## config.mk

```make
export PLATFORM = sky130hd
export DESIGN_NAME = acs_top
export DESIGN_NICKNAME = d
export VERILOG_FILES = /design/src/hw/acs_pkg.sv /design/src/hw/acs_top.sv
export VERILOG_INCLUDE_DIRS = /design/src /design/src/hw
export SDC_FILE = /design/constraint.sdc
export NUM_CORES = 1
export LEC_CHECK = 0
export BUFFER_PORTS_ARGS = -buffer_cell sky130_fd_sc_hd__buf_2
export CORE_MARGIN = 5
export CORE_UTILIZATION = 45
export CTS_CLUSTER_SIZE = 16
export DETAILED_ROUTE_END_ITERATION = 10
export MAX_ROUTING_LAYER = met4
export PLACE_DENSITY_LB_ADDON = 0.25
export REMOVE_ABC_BUFFERS = 1
export SLEW_MARGIN = 20
export SYNTH_ARGS = -nofsm -noshare
export SYNTH_HDL_FRONTEND = slang
export SYNTH_SLANG_ARGS = --single-unit
```

## constraint.sdc

```tcl
create_clock -name CLK -period 8.3 [get_ports CLK]
set_clock_uncertainty 0.2 [all_clocks]
set_input_delay 1.245 -clock CLK [delete_from_list [all_inputs] [get_ports CLK]]
set_output_delay 1.245 -clock CLK [all_outputs]
set_load 0.02 [all_outputs]
```

## src/hw/acs_regs.svh

```systemverilog
// register offsets, field positions, reset values and timing counts of the conversion sequencer
// assumes a 32-bit APB register bus with one aligned word per register
`ifndef ACS_REGS_SVH
`define ACS_REGS_SVH

// byte offsets
`define ACS_OFF_CTRL0 8'h00
`define ACS_OFF_CTRL1 8'h04
`define ACS_OFF_CTRL2 8'h08
`define ACS_OFF_RES_HI 8'h0C
`define ACS_OFF_RES_LO 8'h10
`define ACS_OFF_INT_STAT 8'h14
`define ACS_OFF_INT_CLR 8'h18
`define ACS_OFF_INT_EN 8'h1C
`define ACS_OFF_GIE 8'h20

// converter_control_0 fields
`define ACS_C0_POWER 0
`define ACS_C0_START 1
`define ACS_C0_FORMAT 2
`define ACS_C0_BUSY 3
`define ACS_C0_CHAN_LSB 4
// converter_control_1 fields
`define ACS_C1_DIV_LSB 0
`define ACS_C1_SRC_LSB 4
// converter_control_2 fields
`define ACS_C2_REF_LSB 0
`define ACS_C2_AMP_EN 2
`define ACS_C2_AMP_IN 3
`define ACS_C2_GAIN_LSB 4
// interrupt status, clear and enable: one event bit
`define ACS_INT_DONE 0

// reset values
`define ACS_RST_CTRL0 8'h00
`define ACS_RST_CTRL1 8'h00
`define ACS_RST_CTRL2 8'h00

// timing in conversion clock periods
`define ACS_SAMPLE_PERIODS 4'h4
`define ACS_CONVERT_PERIODS 4'hC
`define ACS_TOTAL_PERIODS 5'h10
// input source code that selects the external channel
`define ACS_SRC_EXTERNAL 4'h0

`endif

```

## src/hw/acs_pkg.sv

```systemverilog
// types shared by the conversion sequencer and its surroundings
// assumes acs_regs.svh carries all numeric constants
package acs_pkg;
    // sequencer states, gray coded along idle, sample, convert
    typedef enum logic [1:0] {
        ACS_IDLE = 2'b00,
        ACS_SAMPLE = 2'b01,
        ACS_CONVERT = 2'b11
    } acs_state_e;

    // controls toward the analog converter macro
    typedef struct packed {
        logic power;
        logic clk_tick;
        logic sample;
        logic convert;
        logic channel_connect;
        logic [3:0] channel;
        logic [3:0] source;
        logic [1:0] ref_sel;
        logic amp_en;
        logic amp_in;
        logic [1:0] amp_gain;
    } acs_analog_s;
endpackage

```

## src/hw/acs_top.sv

```systemverilog
// APB controlled sequencer for one successive-approximation converter
// assumes the analog macro follows ANALOG and presents its code on ADC_CODE by the last convert period
`include "acs_regs.svh"

module acs_top #(
    parameter int DIV_W = 3,
    parameter int CODE_W = 12
) (
    // clock and reset
    input wire logic CLK,
    input wire logic RESET,
    // apb slave
    input wire logic PSEL,
    input wire logic PENABLE,
    input wire logic PWRITE,
    input wire logic [7:0] PADDR,
    input wire logic [31:0] PWDATA,
    output logic [31:0] PRDATA,
    output logic PREADY,
    output logic PSLVERR,
    // analog converter macro
    output acs_pkg::acs_analog_s ANALOG,
    input wire logic [CODE_W-1:0] ADC_CODE,
    // interrupt
    output logic IRQ
);
    import acs_pkg::*;

    logic [7:0] ctrl0_q;
    logic [7:0] ctrl1_q;
    logic [7:0] ctrl2_q;
    logic [7:0] res_hi_q;
    logic [7:0] res_lo_q;
    logic int_stat_q;
    logic int_en_q;
    logic gie_q;
    logic start_prev_q;
    logic [6:0] div_cnt_q;
    logic [3:0] phase_q;
    acs_state_e state_q;
    logic [CODE_W-1:0] code_meta_q;
    logic [CODE_W-1:0] code_sync_q;
    logic [31:0] prdata_q;
    logic slverr_q;

    logic power;
    logic fmt;
    logic [DIV_W-1:0] div_sel;
    logic [3:0] src_sel;
    logic [3:0] chan_sel;
    logic tick;
    logic [6:0] div_limit;
    logic start_fall;
    logic done_evt;
    logic busy;
    logic wr_acc;
    logic setup;
    logic [31:0] rd_word;
    logic rd_err;

    // field views of the control registers
    assign power = ctrl0_q[`ACS_C0_POWER];
    assign fmt = ctrl0_q[`ACS_C0_FORMAT];
    assign chan_sel = ctrl0_q[`ACS_C0_CHAN_LSB +: 4];
    assign div_sel = ctrl1_q[`ACS_C1_DIV_LSB +: DIV_W];
    assign src_sel = ctrl1_q[`ACS_C1_SRC_LSB +: 4];
    assign busy = (state_q != ACS_IDLE);

    // apb phases: data registered in setup, zero-wait access
    assign setup = PSEL && !PENABLE;
    assign wr_acc = PSEL && PENABLE && PWRITE;
    assign PREADY = 1'b1;
    assign PRDATA = prdata_q;
    assign PSLVERR = slverr_q && PSEL && PENABLE;

    // read mux over the register map
    always_comb begin
        rd_word = 32'h0000_0000;
        rd_err = 1'b0;
        case (PADDR)
            `ACS_OFF_CTRL0: begin
                rd_word[7:0] = ctrl0_q;
                rd_word[`ACS_C0_BUSY] = busy;
            end
            `ACS_OFF_CTRL1: rd_word[7:0] = ctrl1_q;
            `ACS_OFF_CTRL2: rd_word[7:0] = ctrl2_q;
            `ACS_OFF_RES_HI: rd_word[7:0] = res_hi_q;
            `ACS_OFF_RES_LO: rd_word[7:0] = res_lo_q;
            `ACS_OFF_INT_STAT: rd_word[`ACS_INT_DONE] = int_stat_q;
            `ACS_OFF_INT_CLR: rd_word = 32'h0000_0000;
            `ACS_OFF_INT_EN: rd_word[`ACS_INT_DONE] = int_en_q;
            `ACS_OFF_GIE: rd_word[0] = gie_q;
            default: rd_err = 1'b1;
        endcase
    end

    // capture read data and error during setup
    always_ff @(posedge CLK or posedge RESET) begin
        if (RESET) begin
            prdata_q <= 32'h0000_0000;
            slverr_q <= 1'b0;
        end else if (setup) begin
            prdata_q <= PWRITE ? 32'h0000_0000 : rd_word;
            slverr_q <= rd_err;
        end
    end

    // control register writes; busy bit is read only
    always_ff @(posedge CLK or posedge RESET) begin
        if (RESET) begin
            ctrl0_q <= `ACS_RST_CTRL0;
            ctrl1_q <= `ACS_RST_CTRL1;
            ctrl2_q <= `ACS_RST_CTRL2;
            int_en_q <= 1'b0;
            gie_q <= 1'b0;
        end else if (wr_acc) begin
            case (PADDR)
                `ACS_OFF_CTRL0: begin
                    ctrl0_q <= PWDATA[7:0];
                    ctrl0_q[`ACS_C0_BUSY] <= 1'b0;
                end
                `ACS_OFF_CTRL1: ctrl1_q <= PWDATA[7:0];
                `ACS_OFF_CTRL2: ctrl2_q <= PWDATA[7:0];
                `ACS_OFF_INT_EN: int_en_q <= PWDATA[`ACS_INT_DONE];
                `ACS_OFF_GIE: gie_q <= PWDATA[0];
                default: ;
            endcase
        end
    end

    // start bit history for falling edge detection
    always_ff @(posedge CLK or posedge RESET) begin
        if (RESET) begin
            start_prev_q <= 1'b0;
        end else begin
            start_prev_q <= ctrl0_q[`ACS_C0_START];
        end
    end

    // pulse completes on its high to low step; ignored while busy or unpowered
    assign start_fall = start_prev_q && !ctrl0_q[`ACS_C0_START] && power && !busy;

    // conversion clock divider, restarted with each conversion
    assign div_limit = 7'((8'h01 << div_sel) - 8'h01);
    assign tick = power && (div_cnt_q == div_limit);

    always_ff @(posedge CLK or posedge RESET) begin
        if (RESET) begin
            div_cnt_q <= 7'h00;
        end else if (!power || start_fall || tick) begin
            div_cnt_q <= 7'h00;
        end else begin
            div_cnt_q <= div_cnt_q + 7'h01;
        end
    end

    // last tick of the convert phase ends the conversion
    assign done_evt = (state_q == ACS_CONVERT) && tick && (phase_q == `ACS_CONVERT_PERIODS - 4'h1) && power;

    // sampling then conversion, counted in conversion clock periods
    always_ff @(posedge CLK or posedge RESET) begin
        if (RESET) begin
            state_q <= ACS_IDLE;
            phase_q <= 4'h0;
        end else if (!power) begin
            state_q <= ACS_IDLE;
            phase_q <= 4'h0;
        end else begin
            case (state_q)
                ACS_IDLE: begin
                    if (start_fall) begin
                        state_q <= ACS_SAMPLE;
                        phase_q <= 4'h0;
                    end
                end
                ACS_SAMPLE: begin
                    if (tick) begin
                        if (phase_q == `ACS_SAMPLE_PERIODS - 4'h1) begin
                            state_q <= ACS_CONVERT;
                            phase_q <= 4'h0;
                        end else begin
                            phase_q <= phase_q + 4'h1;
                        end
                    end
                end
                ACS_CONVERT: begin
                    if (tick) begin
                        if (done_evt) begin
                            state_q <= ACS_IDLE;
                            phase_q <= 4'h0;
                        end else begin
                            phase_q <= phase_q + 4'h1;
                        end
                    end
                end
                default: begin
                    state_q <= ACS_IDLE;
                    phase_q <= 4'h0;
                end
            endcase
        end
    end

    // converter code crosses in from the analog macro
    always_ff @(posedge CLK or posedge RESET) begin
        if (RESET) begin
            code_meta_q <= '0;
            code_sync_q <= '0;
        end else begin
            code_meta_q <= ADC_CODE;
            code_sync_q <= code_meta_q;
        end
    end

    // result store: format 0 left aligned, format 1 right aligned
    always_ff @(posedge CLK or posedge RESET) begin
        if (RESET) begin
            res_hi_q <= 8'h00;
            res_lo_q <= 8'h00;
        end else if (done_evt) begin
            if (fmt) begin
                res_hi_q <= {4'h0, code_sync_q[11:8]};
                res_lo_q <= code_sync_q[7:0];
            end else begin
                res_hi_q <= code_sync_q[11:4];
                res_lo_q <= {code_sync_q[3:0], 4'h0};
            end
        end
    end

    // sticky completion flag; a new event beats a clear
    always_ff @(posedge CLK or posedge RESET) begin
        if (RESET) begin
            int_stat_q <= 1'b0;
        end else if (done_evt) begin
            int_stat_q <= 1'b1;
        end else if (wr_acc && PADDR == `ACS_OFF_INT_CLR && PWDATA[`ACS_INT_DONE]) begin
            int_stat_q <= 1'b0;
        end
    end

    // level request gated by both enables
    assign IRQ = int_stat_q && int_en_q && gie_q;

    // controls to the analog macro
    always_comb begin
        ANALOG = '0;
        ANALOG.power = power;
        ANALOG.clk_tick = tick;
        ANALOG.sample = (state_q == ACS_SAMPLE);
        ANALOG.convert = (state_q == ACS_CONVERT);
        ANALOG.channel_connect = power && (src_sel == `ACS_SRC_EXTERNAL);
        ANALOG.channel = chan_sel;
        ANALOG.source = src_sel;
        ANALOG.ref_sel = ctrl2_q[`ACS_C2_REF_LSB +: 2];
        ANALOG.amp_en = ctrl2_q[`ACS_C2_AMP_EN];
        ANALOG.amp_in = ctrl2_q[`ACS_C2_AMP_IN];
        ANALOG.amp_gain = ctrl2_q[`ACS_C2_GAIN_LSB +: 2];
    end

    // helper: system cycles spent busy in the current conversion
    logic [11:0] busy_cyc_q;
    always_ff @(posedge CLK or posedge RESET) begin
        if (RESET) begin
            busy_cyc_q <= 12'h000;
        end else if (!busy) begin
            busy_cyc_q <= 12'h000;
        end else begin
            busy_cyc_q <= busy_cyc_q + 12'h001;
        end
    end

    // divided clock never ticks two cycles running unless undivided
    property p_tick_spacing;
        @(posedge CLK) disable iff (RESET)
        (tick && div_sel != '0 && $stable(div_sel)) |=> !tick;
    endproperty
    a_tick_spacing: assert property (p_tick_spacing) else $error("divided tick on consecutive cycles");

    // no conversion runs while unpowered
    property p_unpowered_idle;
        @(posedge CLK) disable iff (RESET)
        !power |=> (state_q == ACS_IDLE) && !ANALOG.sample && !ANALOG.convert;
    endproperty
    a_unpowered_idle: assert property (p_unpowered_idle) else $error("conversion active without power");

    // undivided clock: exactly four sample cycles then convert
    property p_sample_len;
        @(posedge CLK) disable iff (RESET || !power)
        (start_fall && div_sel == '0) |=> (state_q == ACS_SAMPLE)[*4] ##1 (state_q == ACS_CONVERT);
    endproperty
    a_sample_len: assert property (p_sample_len) else $error("sample phase not four periods");

    // whole conversion spans sixteen divided periods
    property p_total_len;
        @(posedge CLK) disable iff (RESET)
        done_evt |-> busy_cyc_q == 12'((16 << div_sel) - 1);
    endproperty
    a_total_len: assert property (p_total_len) else $error("conversion length wrong");

    // register bus never waits on the converter
    property p_no_stall;
        @(posedge CLK) disable iff (RESET)
        (busy && PSEL && PENABLE) |-> PREADY;
    endproperty
    a_no_stall: assert property (p_no_stall) else $error("bus stalled during conversion");

    // start pulse end raises busy on the next edge
    property p_busy_rise;
        @(posedge CLK) disable iff (RESET)
        start_fall |=> busy && ANALOG.sample;
    endproperty
    a_busy_rise: assert property (p_busy_rise) else $error("busy not raised after start pulse");

    // busy drops and flag sets with the stored result
    property p_done;
        @(posedge CLK) disable iff (RESET)
        done_evt |=> !busy && int_stat_q && (res_lo_q[7:4] == (fmt ? $past(code_sync_q[7:4]) : $past(code_sync_q[3:0])));
    endproperty
    a_done: assert property (p_done) else $error("completion effects missing");

    // enabled completion raises the request next cycle
    property p_irq_raise;
        @(posedge CLK) disable iff (RESET)
        (done_evt && int_en_q && gie_q && !wr_acc) |=> IRQ;
    endproperty
    a_irq_raise: assert property (p_irq_raise) else $error("interrupt not raised");

    // either enable low keeps the request off
    property p_irq_gate;
        @(posedge CLK) disable iff (RESET)
        (!gie_q || !int_en_q) |-> !IRQ;
    endproperty
    a_irq_gate: assert property (p_irq_gate) else $error("interrupt leaked past enables");

    // right aligned result keeps top nibble zero
    property p_format;
        @(posedge CLK) disable iff (RESET)
        (done_evt && fmt) |=> res_hi_q == {4'h0, $past(code_sync_q[11:8])};
    endproperty
    a_format: assert property (p_format) else $error("right aligned result wrong");

    // external channel connected only for source zero
    property p_source;
        @(posedge CLK) disable iff (RESET)
        (src_sel != `ACS_SRC_EXTERNAL) |-> !ANALOG.channel_connect;
    endproperty
    a_source: assert property (p_source) else $error("external channel left connected");

endmodule

```

=== Yosys cells after proc, flatten, opt, wreduce, memory -nomap -nowiden ===
Cells that the tools add are included.

* Input bits: 57
* Logic and storage cells: 97
* Output and inout bits: 54
* Register bits: 113

* Shift operators: 1
* Multiplexer cells: 23
* Reductions and logical operators: 36
* $add $sub $neg: 3
* Eq/ne operators: 18

{| class="wikitable"
|+ Operators with widths
! operator !! number
|-
| 7-bit case mux with 5 select lines || 1
|-
| 8-bit by 5-bit equality test with 1-bit output, second input constant || 4
|-
| 4-bit 2-to-1 mux || 6
|-
| 8-bit 2-to-1 mux || 3
|-
| 1-bit logical AND || 17
|-
| 8-bit by 4-bit equality test with 1-bit output, second input constant || 2
|-
| 2-bit 2-to-1 mux || 6
|-
| 3-bit by 2-bit != test with 1-bit output, second input constant || 4
|-
| 4-bit case mux with 3 select lines || 1
|-
| 2-bit AND reduction || 5
|-
| 9-bit OR reduction || 1
|-
| 8-bit by 3-bit equality test with 1-bit output, second input constant || 1
|-
| 8-bit by 6-bit equality test with 1-bit output, second input constant || 1
|-
| 8-bit zero test || 1
|-
| 1-bit case mux with 8 select lines || 1
|-
| 7-bit by 1-bit adder with 7-bit output, second input constant || 1
|-
| 7-bit equality test || 1
|-
| 7-bit 2-to-1 mux || 1
|-
| 1-bit by 3-bit << shifter with 7-bit output, first input constant || 1
|-
| 7-bit by 1-bit subtractor with 7-bit output, second input constant || 1
|-
| 2-bit case mux with 3 select lines || 1
|-
| 5-bit AND reduction || 1
|-
| 4-bit by 1-bit adder with 4-bit output, second input constant || 1
|-
| 4-bit by 2-bit equality test with 1-bit output, second input constant || 1
|-
| other kinds (11) || 18
|}

=== Logic depth before layout (Yosys ltp) ===
* Depth after elaboration: 11
* Depth in mapped cells: 13

=== Worst setup path after synthesis ===
OpenSTA, ideal clock, no wires.

* Path type: register to output
* Start: reg ctrl1_q[2]
* End: out ANALOG[17] in the netlist's numbering
* Arrival time: 2.650 ns
* Data required time: 6.855 ns
* Slack: 4.205 ns
* Cell stages (with the launch flop): 11
* Cell sequence: dfrtp_1 -> bufbuf_16 -> or3_1 -> ha_1 -> buf_2 -> xor2_1 -> a2111oi_2 -> nand3_1 -> a211oi_4 -> and2_2 -> buf_4

* Cells in the longest elaborated chain, start to end: 4

{| class="wikitable"
|+ RTL lines
! what !! RTL line !! source
|-
| start, declared || acs_top.sv:30 || <nowiki>logic [7:0] ctrl1_q;</nowiki>
|-
| start signal, assigned || acs_top.sv:112 || <nowiki>ctrl1_q <= `ACS_RST_CTRL1;</nowiki>
|-
| start signal, assigned || acs_top.sv:122 || <nowiki>`ACS_OFF_CTRL1: ctrl1_q <= PWDATA[7:0];</nowiki>
|-
| 1-bit by 3-bit << shifter with 7-bit output || acs_top.sv:144 || <nowiki>assign div_limit = 7'((8'h01 << div_sel) - 8'h01);</nowiki>
|-
| 7-bit by 1-bit subtractor with 7-bit output || acs_top.sv:144 ||
|-
| 7-bit equality test || acs_top.sv:145 || <nowiki>assign tick = power && (div_cnt_q == div_limit);</nowiki>
|-
| 1-bit logical AND || acs_top.sv:145 ||
|-
| end, declared || acs_top.sv:22 || <nowiki>output acs_pkg::acs_analog_s ANALOG,</nowiki>
|}

Every way passes these cells.

==> metrics list <==
- At the later pin of the worst-skew pair, clock insertion delay measures ~350 ps.
* Setup TNS Final: 0 ps
- Fraction of the yosys area taken by sequential cells: slightly below 50%
* Number of resized instances in the post-cts repair step: 0
- The final layout contains routed wiring with a total length of between 9 and 10 mm.
- The largest single stage delay on the critical path is approximately 550 ps.
- The critical path goes through or3_1 -> ha_1 -> xor2_1 -> a2111oi_2 -> nand3_1 -> a211oi_4 -> and2_2 -> buf_2.
- For this design the ratio of total power to cell area is around 170 nW/um^2.
* Most frequent cells in the layout: dfrtp_1 (89), buf_2 (61), mux2_2 (40)
* Clock tree from TritonCTS: built
* Core region area: roughly 9700 um^2
- The clock tree synthesis step divided the H-tree into 3 levels.
* Number of cells in the design after placement: 547
- The floorplan step set the die width to between 100 and 150 um.
- Share of the cycle needed by the critical path after routing: between 50% and 60%
- Clock input transition at the sequential cells of the worst setup and hold paths: ~80 ps
- Final weighted congestion in routability-driven placement: between 0.8 and 0.9
- At the pin with the least slew margin, the transition time is ~960 ps.
- Final Hold Vio Count: 0
* Final antenna diode count: 0
- In this run the most critical hold path is launched from code_meta_q[9]$_DFF_PP0_.
- From synthesis to final layout, the design area changed by 6.99%.
- Avg Cell Area, Syn: between 10 and 15 um^2
- Site Rows: 36
- In the synthesized netlist, the number of instances is 385.
- Setup repair after global routing missed its margin: no
- The slowest stage of the critical path belongs to the cell dfrtp_1.
- Area of placed instances: ~4600 um^2
- VDD sags by at most between 100 and 150 uV.
- The worst hold path belongs to the class reg2reg.
- Arrival time reported for the critical path endpoint: roughly 3200 ps
* Die Span Y: 110 um
- In this run, post-CTS hold repair placed 0 buffers.
- Entering global routing, the biggest net connects 90 pins.
* Max-Cap Viols: 0
- Primary FF master, synth: dfrtp_1
- The clock passes through at most 2 buffers.
- The first global-routing pass estimated 14.9 mm of wire.
- Once the floorplan was initialized, standard cells occupied around 46% of the core.
- Summed over all nets, the half-perimeter wirelength after detailed placement is 6.42 mm.
* # Post-CTS Setup Buffers: 0
- Number of buffers inserted during clock tree synthesis: 9
- Ratio of cells with drive above 1 in the final layout: 32.4%
- Post-synth EDFFs: 0
- Floorplan die area: ~12,000 um^2
- CTS saw 89 sinks.
* Overall via count from detail_route: between 2,000 and 3,000
- After detailed routing, the number of vias per cell comes to between 5 and 6.
* I/O pin count: ~110
- Number of pins exceeding their max-slew limit in the final report: 0
- Worst setup SP type: flop
* Setup-violating endpoint count in the final report: 0
* Clock Root Buffer: clkbuf_8
* Overall fraction of global-route tracks in use: ~16%
- The number of global-route vias before repair is 2,876.
- Input and output buffers added on the ports amount to 61.
- Status: finished, final reports clean
- DRC violation count after routing: 0
* Initial antenna violation count: 0
* Wire length per cell: approximately 16 um
- Final critical path time including I/O delays and setup: around 4600 ps
- Top area cells in the synthesized netlist: dfrtp_1 (50%), mux2_2 (10%), buf_4 (6.9%), nand2_1 (2.3%), nor2_1 (2.2%)
- Synthesized area: 4480 um^2
- Broken down by cell family, the worst path's largest delay share belongs to simple AND/OR/NAND/NOR gates.
- Flip-flop and latch count after synthesis: roughly 90
* Non-Filler Cell Area, Final: ~4800 um^2
* Number of antenna-violating nets in the routed design: 0
- The critical path is of the reg2out type.
- In this run, distinct cell masters in the synthesized netlist total slightly below 60.
* Achievable Freq: roughly 220 MHz
- The detailed router finished its first iteration with about 170 violations.
- The pre-antenna-repair detailed-routing pass consisted of 5 iterations.
* Required arrival time at the worst endpoint: slightly below 7000 ps
- Together, buffers and inverters on the worst path number 1.
- R2R Path Start: ctrl1_q[2]$_DFFE_PP0P_
- Crit path max fanout: 16
- Most common cell after layout, fill and taps aside: dfrtp_1
- Of all flip-flops after synthesis, the portion carrying an async set or reset was between 90% and 100%.
* Synthesis warning total: 0
- Leakage power of the design: approximately 2.3 nW
* Nets@finish: 485
- Excluding fillers, the count of instances in the completed layout stands at between 500 and 600.
* Kind of end point of the critical path: primary output
* Final Hold Slack: between 150 and 200 ps
- Yosys top cell area share: 49.7%
- Headroom to the max-slew limit came out at a little over a third.
* Cell taking the most area after synthesis: dfrtp_1
- In this run the worst setup path begins at ctrl1_q[2]$_DFFE_PP0P_.
- GR Overflow Total: 0
## state kept, by name, indices dropped and copies added, names as in the netlist, 8 cells and up
name,flops
res_hi_q,8
ctrl2_q,8
ctrl1_q,8
PRDATA,8
res_lo_q,8
code_meta_q,12
code_sync_q,12
## worst paths after layout
check | endpoint | slack [ps] | depth (start not counted)
setup / recovery | ANALOG[17] | 3680 | 8
hold / removal | code_sync_q[9]$_DFF_PP0_ | 150 | 0
setup reg to reg | res_hi_q[3]$_DFFE_PP0P_ | 4200 | 8
hold reg to reg | code_sync_q[9]$_DFF_PP0_ | 150 | 0
max in group asynchronous | res_hi_q[7]$_DFFE_PP0P_ | 6460 | 3
min in group asynchronous | code_meta_q[8]$_DFF_PP0_ | 890 | 3
## metal layers
metal / share of wire [%] / GRT usage [%] / vias up
li1: - / - / 1386
met1: 44 / 21.7 / 1427
met2: 48 / 25.2 / 90
met3: 5.9 / 2.52 / 17
met4: 1.8 / 6.86 / 0
met5: 0 / - / -
## kinds of logic after synthesis
logic type               Yosys count  synth area share (%)
AO/OA/AOI/OAI                     59                  11.0
XOR/XNOR                          10                  1.96
adder cells (fa/ha/maj)            3                 0.839
buffers and inverters             64                  10.7
flip-flops                        89                  49.7
multiplexers                      51                  13.1
other                              2                 0.168
AND/OR/NAND/NOR                  107                  12.4
## Yosys cell counts (all sizes together) (6+ instances only)
cell,instances
nor2b,8
a21oi,6
o21ai,7
mux2i,6
and3,10
dfrtp,89
a22o,8
inv,8
nand2,27
nand3,11
a22oi,9
buf,47
a222oi,7
nor2,26
mux2,45
xnor2,7
clkbuf,7
## layout make-up
class,count,area (um^2)
Timing Repair Buffer,62,317
Tap cell,133,166
Fill cell,908,4940
Clock inverter,4,51.3
Sequential cell,89,2230
Multi-Input combinational cell,255,1860
Inverter,8,31.3
Clock buffer,11,141
## power by group
| part | internal [mW] | leakage, nW | switching, mW | total, mW |
|---|---|---|---|---|
| clock network | 0.147 | 0.0958 | 0.149 | 0.295 |
| logic | 0.0181 | 1.07 | 0.0388 | 0.0569 |
| registers | 0.441 | 1.18 | 0.00509 | 0.447 |
| total | 0.606 | 2.35 | 0.193 | 0.799 |
## metrics by stage
step | worst slack [ps] | utilization [%] | power, mW
after global routing | 3540 | 49.2 | 0.838
after detailed placement | 4060 | 47.2 | 0.512
final | 3680 | 49.2 | 0.799
after global placement | 4110 | 47.2 | 0.511
after CTS | 3660 | 49.2 | 0.807
after floorplan | 4460 | - | 0.492
## worst register-to-register path: stages, from the launching register on
cell and delay (ps):
dfrtp_1 550, or3_1 430, ha_1 300, xor2_1 190
a2111oi_2 320, nand3_1 210, a211oi_4 470, and4_1 910
mux2_2 430
No activity file was read; power rests on OpenSTA's default activity.
